===== src/core/crtp_pkg.sv =====
// Shared constants for the indexed register port
`default_nettype none
package crtp_pkg;
	// ---------------------------------------------
	// Sizes
	// ---------------------------------------------
	localparam int unsigned CRTP_ADDR_W = 14;
	localparam int unsigned CRTP_IDX_W = 5;
	localparam int unsigned CRTP_NUM_CTRL = 16;
	localparam int unsigned CRTP_NUM_TIMING = 12;
	// ---------------------------------------------
	// Register indices
	// ---------------------------------------------
	localparam logic [4:0] CRTP_IDX_START_HI = 5'h0C;
	localparam logic [4:0] CRTP_IDX_START_LO = 5'h0D;
	localparam logic [4:0] CRTP_IDX_CURSOR_HI = 5'h0E;
	localparam logic [4:0] CRTP_IDX_CURSOR_LO = 5'h0F;
	localparam logic [4:0] CRTP_IDX_PEN_HI = 5'h10;
	localparam logic [4:0] CRTP_IDX_PEN_LO = 5'h11;
	localparam logic [4:0] CRTP_IDX_LIMIT = 5'h12;
	// ---------------------------------------------
	// Reset values
	// ---------------------------------------------
	localparam logic [7:0] CRTP_REG_RST = 8'h00;
	localparam logic [4:0] CRTP_IDX_RST = 5'h00;
	localparam logic [7:0] CRTP_RDATA_RST = 8'h00;
	typedef logic [7:0] crtp_byte_t;
endpackage
`default_nettype wire


===== src/core/crtp_pen_if.sv =====
// Signals between the register port and the pen capture unit
`default_nettype none
interface crtp_pen_if #(
	parameter int unsigned ADDR_W = 14
);
	logic [ADDR_W-1:0] refresh_addr;
	logic [ADDR_W-1:0] pen_addr;
	logic pen_flag;
	logic pen_read;
	modport port (output refresh_addr, output pen_read, input pen_addr, input pen_flag);
	modport capture (input refresh_addr, input pen_read, output pen_addr, output pen_flag);
endinterface
`default_nettype wire


===== src/core/crtp_pen_capture.sv =====
// Light pen strobe synchroniser and address capture
`default_nettype none
module crtp_pen_capture
	import crtp_pkg::*;
#(
	parameter int unsigned ADDR_W = CRTP_ADDR_W
) (
	// Clock and reset
	input wire logic clk_i,
	input wire logic reset_i,
	// Pen strobe, asynchronous
	input wire logic pen_capture_strobe_i,
	// Toward the register port
	crtp_pen_if.capture pen
);
	logic sync_meta;
	logic sync_q;
	logic sync_last;
	logic [ADDR_W-1:0] pen_addr;
	logic pen_flag;
	wire pen_edge = sync_q && !sync_last;

	// ---------------------------------------------
	// Synchroniser and capture
	// ---------------------------------------------
	always_ff @(posedge clk_i) begin
		if (reset_i) begin
			sync_meta <= 1'b0;
			sync_q <= 1'b0;
			sync_last <= 1'b0;
		end else begin
			sync_meta <= pen_capture_strobe_i;
			sync_q <= sync_meta;
			sync_last <= sync_q;
		end
	end

	always_ff @(posedge clk_i) begin
		if (reset_i) begin
			pen_addr <= '0;
			pen_flag <= 1'b0;
		end else begin
			if (pen_edge) begin
				pen_addr <= pen.refresh_addr;
			end
			pen_flag <= pen_edge || (pen_flag && !pen.pen_read);
		end
	end

	assign pen.pen_addr = pen_addr;
	assign pen.pen_flag = pen_flag;
endmodule
`default_nettype wire


===== src/core/crtp_register_port.sv =====
// Indexed register port of the raster timing controller
// What this block does
// - Eighteen indexed registers plus one index register
// - Select low reaches the index register
// - Select high reaches the indexed register
// - Cursor marker held low outside displayed addresses
// - Any base address value is accepted
// - Pen capture shares cursor address space
// - Base address offsets refresh address, 14-bit
// - Synchronise pen strobe, latch refresh address
`default_nettype none
module crtp_register_port
	import crtp_pkg::*;
#(
	parameter int unsigned ADDR_W = CRTP_ADDR_W
) (
	// Clock and reset
	input wire logic clk_i,
	input wire logic reset_i,
	// Processor bus
	input wire logic access_i,
	input wire logic read_i,
	input wire logic port_select_line_i,
	input wire logic [7:0] wdata_i,
	output var logic [7:0] rdata_o,
	// Raster side
	input wire logic [ADDR_W-1:0] linear_count_i,
	input wire logic active_video_flag_i,
	input wire logic pen_capture_strobe_i,
	output var logic [ADDR_W-1:0] refresh_addr_out_o,
	output var logic cursor_marker_out_o,
	output var logic pen_flag_o,
	// Timing registers to the raster counters
	output var logic [CRTP_NUM_TIMING-1:0][7:0] timing_regs_o
);
	if (ADDR_W < 9 || ADDR_W > 16) begin : g_bad_addr_w
		$error("ADDR_W must lie in 9..16");
	end

	// ---------------------------------------------
	// Helpers
	// ---------------------------------------------
	function automatic logic [ADDR_W-1:0] join_addr(input crtp_byte_t hi, input crtp_byte_t lo);
		logic [15:0] full;
		full = {hi, lo};
		return full[ADDR_W-1:0];
	endfunction

	function automatic crtp_byte_t high_byte(input logic [ADDR_W-1:0] value);
		logic [15:0] full;
		full = 16'(value);
		return full[15:8];
	endfunction

	// ---------------------------------------------
	// State
	// ---------------------------------------------
	crtp_byte_t regs [CRTP_NUM_CTRL];
	logic [CRTP_IDX_W-1:0] index_pointer;
	logic [ADDR_W-1:0] next_refresh_addr;

	crtp_pen_if #(.ADDR_W(ADDR_W)) pen ();

	crtp_pen_capture #(.ADDR_W(ADDR_W)) u_pen (
		.clk_i(clk_i),
		.reset_i(reset_i),
		.pen_capture_strobe_i(pen_capture_strobe_i),
		.pen(pen.capture)
	);

	// ---------------------------------------------
	// Decode
	// ---------------------------------------------
	wire index_write = access_i && !read_i && !port_select_line_i;
	wire data_access = access_i && port_select_line_i;
	wire index_valid = index_pointer < CRTP_IDX_LIMIT;
	wire ctrl_hit = index_pointer < CRTP_IDX_PEN_HI;
	wire data_write = data_access && !read_i && ctrl_hit;
	wire data_read = data_access && read_i;
	wire [3:0] ctrl_sel = index_pointer[3:0];
	wire [ADDR_W-1:0] start_addr = join_addr(regs[CRTP_IDX_START_HI[3:0]], regs[CRTP_IDX_START_LO[3:0]]);
	wire [ADDR_W-1:0] cursor_addr = join_addr(regs[CRTP_IDX_CURSOR_HI[3:0]], regs[CRTP_IDX_CURSOR_LO[3:0]]);
	wire [7:0] pen_hi = high_byte(pen.pen_addr);
	wire [7:0] pen_lo = pen.pen_addr[7:0];
	wire [7:0] ctrl_value = regs[ctrl_sel];
	wire [7:0] read_value = !index_valid ? 8'h00 :
		(index_pointer == CRTP_IDX_PEN_HI) ? pen_hi :
		(index_pointer == CRTP_IDX_PEN_LO) ? pen_lo : ctrl_value;

	assign next_refresh_addr = ADDR_W'(linear_count_i + start_addr);
	assign pen.refresh_addr = refresh_addr_out_o;
	assign pen.pen_read = data_read && (index_pointer == CRTP_IDX_PEN_LO);
	assign pen_flag_o = pen.pen_flag;

	// ---------------------------------------------
	// Index register
	// ---------------------------------------------
	always_ff @(posedge clk_i) begin
		if (reset_i) begin
			index_pointer <= CRTP_IDX_RST;
		end else if (index_write) begin
			index_pointer <= wdata_i[CRTP_IDX_W-1:0];
		end
	end

	// ---------------------------------------------
	// Control registers
	// ---------------------------------------------
	always_ff @(posedge clk_i) begin
		if (reset_i) begin
			for (int i = 0; i < CRTP_NUM_CTRL; i++) begin
				regs[i] <= CRTP_REG_RST;
			end
		end else if (data_write) begin
			regs[ctrl_sel] <= wdata_i;
		end
	end

	for (genvar g = 0; g < CRTP_NUM_TIMING; g++) begin : g_timing
		assign timing_regs_o[g] = regs[g];
	end

	// ---------------------------------------------
	// Read data
	// ---------------------------------------------
	always_ff @(posedge clk_i) begin
		if (reset_i) begin
			rdata_o <= CRTP_RDATA_RST;
		end else if (data_read) begin
			rdata_o <= read_value;
		end else if (access_i && read_i) begin
			rdata_o <= CRTP_RDATA_RST;
		end
	end

	// ---------------------------------------------
	// Refresh address and cursor
	// ---------------------------------------------
	always_ff @(posedge clk_i) begin
		if (reset_i) begin
			refresh_addr_out_o <= '0;
			cursor_marker_out_o <= 1'b0;
		end else begin
			refresh_addr_out_o <= next_refresh_addr;
			cursor_marker_out_o <= active_video_flag_i && (next_refresh_addr == cursor_addr);
		end
	end
endmodule
`default_nettype wire


===== config.mk =====
export PLATFORM = sky130hd
export DESIGN_NAME = crtp_register_port
export DESIGN_NICKNAME = d
export VERILOG_FILES = /design/src/core/crtp_pkg.sv /design/src/core/crtp_pen_if.sv /design/src/core/crtp_pen_capture.sv /design/src/core/crtp_register_port.sv
export SDC_FILE = /design/constraint.sdc
export NUM_CORES = 1
export LEC_CHECK = 0
export BUFFER_PORTS_ARGS = -buffer_cell sky130_fd_sc_hd__buf_2
export CELL_PAD_IN_SITES_DETAIL_PLACEMENT = 2
export CELL_PAD_IN_SITES_GLOBAL_PLACEMENT = 2
export CORE_ASPECT_RATIO = 2
export CORE_MARGIN = 2
export CORE_UTILIZATION = 38
export CTS_CLUSTER_DIAMETER = 80
export DETAILED_ROUTE_END_ITERATION = 6
export GPL_TIMING_DRIVEN = 0
export PLACE_DENSITY = 0.87
export SETUP_SLACK_MARGIN = 0.5
export SYNTH_ARGS = -nofsm -noshare
export SYNTH_HDL_FRONTEND = slang
export SYNTH_SLANG_ARGS = --single-unit

===== constraint.sdc =====
create_clock -name clk_i -period 3.6 [get_ports clk_i]
set_input_delay 0.72 -clock clk_i [delete_from_list [all_inputs] [get_ports clk_i]]
set_output_delay 0.72 -clock clk_i [all_outputs]
set_load 0.02 [all_outputs]

==> impl_metrics.yaml <==
outcome:
  result_of_the_run: "finished with violations"
  violations: "max-capacitance violations, max-slew violations"
timing:
  final-max-slew-violation-count: 7
  min_period_over_period_pct: 85.0
  setup-violations-final: 0
  fin_hold_ws_ns: 0.455
  clock-skew-final_ns: 0.0144
  min_period_ns: 3.06
  worst_slew_margin_rel_pct: -3.13
  worstMarginPinSlew_ns: 1.53
  rsz0062_at_grt: "true"
  max_clock_freq_ghz: 0.327
  finalHoldViolCount: 0
placement:
  placed_inst_area_um2: 9590
  placement.io_buffers: 147
  detailedPlacementHpwl_mm: 25.1
  gp_routability_congestion: 0.824
grt:
  grt-ovfl-total: 0
  grt_usage_pct: 28.5
  grt_pass1_vias: 7059
  grt_antenna_before_repair: 0
  grt_max_degree: 18
  global_route_wire_length_before_repair_mm: 47.2
synth:
  synth_compound_area_share_pct: 4.82
  yosysSeqAreaShare_pct: 56.9
  netlist_area_um2: 8510
  yosysUniqueCellTypes: 49
  synthesis.nets: 699
  synth_xor_xnor_area_share_pct: 3.15
  synth.mux.area_fraction_pct: 12.9
  synth_warnings: 0
  synth_adder_area_share_pct: 2.15
  synth_edf_count: 128
  largest_family_of_logic_cells_by_synthesized_area: "simple AND/OR/NAND/NOR gates"
  synth_simple_gate_area_share_pct: 18.0
  postSynthRegisterBits: 178
  synth_top_flop_cell: "sky130_fd_sc_hd__edfxtp_1"
  synth-async-reset-ratio_pct: 0
  syn_avg_cell_area_um2: 13.0
  synthCells: 656
clocking:
  tritoncts: "done"
  ctsLongestPathBuffers: 2
  clk-insertion-delay-late_ns: 0.46
  numCtsBuffers: 17
  cts.sinks: 178
  path_clk_slew_ns: 0.07
  h_tree_depth: 4
  ctsRootBufferMaster: "sky130_fd_sc_hd__clkbuf_16"
floorplan:
  die_y_um: 216
  ios: 149
  die_area_um2: 23700
  die_w_um: 110
  coreArea_um2: 22100
  initial_utilization_pct: 38.6
  std_cell_rows: 77
finish:
  layout.cell_area.non_filler_um2: 10200
  area_grow_syn2layout_pct: 20.3
  num_antenna_cells: 0
  layout.nets: 866
  layout.cells.most_common_list: "sky130_fd_sc_hd__buf_2 (147), sky130_fd_sc_hd__and2_1 (128), sky130_fd_sc_hd__edfxtp_1 (128), sky130_fd_sc_hd__dfxtp_1 (50), sky130_fd_sc_hd__nor2_1 (44)"
  mostFrequentLayoutCell: "sky130_fd_sc_hd__buf_2"
  final_util_pct: 46.4
  post_route_cells_drive_above_1_share_pct: 28.8
critical_path:
  endpoint_kind: "register"
  cp_data_arrival_time_ns: 3.38
  timing.setup.critical_path_class: "reg2reg"
  reg2reg_setup_slack_ns: 0.54
  rr_worst_depth: 6
  cp_required_ns: 3.92
  timing.rr.end: "rdata_o[5]"
  cp_max_fo: 10
  crit_end: "rdata_o[5]"
  worstSetupStartpointType: "register"
route:
  final_antenna_net_count: 0
  drt_pass1_iterations: 6
  detail_route.wl_per_cell_um: 29.0
  vias_per_cell: 5.65
  finalWirelength_mm: 32.2
  dr_total_vias: 6287
  drcViolationCount: 0
  initial_drc_count: 476
min_path:
  hold_class: "reg2reg"
power:
  leakagePower_uw: 0.00407
  ir_drop_mv: 0.504
  p_per_area_nw_per_um2: 469
job:
  max_cap_violations: 1
cell type report:
| class | count | area [µm²] |
|---|---|---|
| fill | 2202 | 11800 |
| inverter | 4 | 15.0 |
| sequential | 178 | 4840 |
| clock inverter | 15 | 158 |
| tap | 276 | 345 |
| multi-input combinational | 441 | 3540 |
| buffer | 33 | 158 |
| timing repair buffer | 148 | 743 |
| clock buffer | 17 | 425 |
routing by layer:
metal	routed length (µm)	share of wire [%]	GRT usage, %
met5	0	0	0
met4	2290	7.1	19.0
met3	1260	3.9	5.32
met2	18200	56	52.5
met1	10500	33	27.4
power by group:
part	internal [µW]	leakage (µW)	switching [µW]
sequential	2270	0.00173	67.2
combinational	207	0.00206	389
clock	972	0.000275	896
total	3450	0.00407	1350
critical path: stages, from the launching register on:
cell	delay (ns)
sky130_fd_sc_hd__dfxtp_1	0.49
sky130_fd_sc_hd__buf_1	0.70
sky130_fd_sc_hd__mux4_2	0.47
sky130_fd_sc_hd__mux4_2	0.51
sky130_fd_sc_hd__mux2_2	0.32
sky130_fd_sc_hd__a222oi_1	0.33
sky130_fd_sc_hd__nor2_1	0.08
state kept, by name, summed over array words and instances (netlist names), named ones only:
| name | cells |
|---|---|
| rdata_o | 8 |
| u_pen.pen.pen_addr | 14 |
| u_pen.pen.pen_flag | 1 |
| u_pen.sync_meta | 1 |
| u_pen.sync_q | 1 |
| index_pointer | 5 |
| regs | 128 |
| u_pen.sync_last | 1 |
| refresh_addr_out_o | 14 |
| cursor_marker_out_o | 1 |
through the flow:
step	setup slack, ns	TNS (ns)	total power (µW)	cells
after floorplan	0.714	0	2700	656
after global placement	-0.274	-1.48	2930	1079
after detailed placement	-0.405	-10.67	2960	1079
after CTS	0.547	0	4830	1111
after global routing	0.484	0	4940	1112
final	0.542	0	4800	1112
worst min-delay path by stage:
stage                     slack, ns           end  cells past startpoint       startpoint
after floorplan                0.41  u_pen.sync_q                      1  u_pen.sync_meta
after global placement         0.42  u_pen.sync_q                      1  u_pen.sync_meta
after detailed placement       0.45  u_pen.sync_q                      1  u_pen.sync_meta
after CTS                      0.46  u_pen.sync_q                      1  u_pen.sync_meta
after global routing           0.47  u_pen.sync_q                      1  u_pen.sync_meta
final                          0.46  u_pen.sync_q                      1  u_pen.sync_meta
synth_stat cells, types with 3 or more instances:
cell	number	area, µm²
sky130_fd_sc_hd__buf_6	3	33.8
sky130_fd_sc_hd__nor4_1	3	18.8
sky130_fd_sc_hd__mux2_2	8	90.1
sky130_fd_sc_hd__ha_1	13	163
sky130_fd_sc_hd__buf_1	3	11.3
sky130_fd_sc_hd__mux2i_1	5	50.1
sky130_fd_sc_hd__a211oi_1	3	22.5
sky130_fd_sc_hd__or2_2	17	106
sky130_fd_sc_hd__nor2_1	44	165
sky130_fd_sc_hd__and2_1	128	801
sky130_fd_sc_hd__xor2_1	11	96.3
sky130_fd_sc_hd__dfxtp_1	50	1000
sky130_fd_sc_hd__a222oi_1	6	60.1
sky130_fd_sc_hd__nor2b_1	7	43.8
sky130_fd_sc_hd__inv_1	4	15.0
sky130_fd_sc_hd__o21bai_1	3	22.5
sky130_fd_sc_hd__mux4_2	24	541
sky130_fd_sc_hd__a21o_1	3	22.5
sky130_fd_sc_hd__nand2b_1	5	31.3
sky130_fd_sc_hd__a21oi_1	27	135
sky130_fd_sc_hd__edfxtp_1	128	3840
sky130_fd_sc_hd__xnor2_1	17	149
sky130_fd_sc_hd__nor3_1	17	85.1
sky130_fd_sc_hd__nand3_1	5	25.0
sky130_fd_sc_hd__nand2_1	43	161
sky130_fd_sc_hd__mux4_1	16	420
sky130_fd_sc_hd__o21ai_0	10	50.1
sky130_fd_sc_hd__clkbuf_1	26	97.6
repair_timing:
item	in CTS	in global routing
gates resized for setup	6	4
endpoints found under the setup margin	74	6
pin swaps	0	1
setup buffers	0	1
hold buffers	0	0
cells by family (layout without fill, tap and decap cells):
group           after synthesis  in the layout
compound gates               64             64
xor+xnor                     29             29
fa+ha+maj                    14             14
buf+inv                      37            217
flops                       178            178
mux                          53             53
simple gates                281            281
Note: power is estimated with default switching activity, not from simulation.
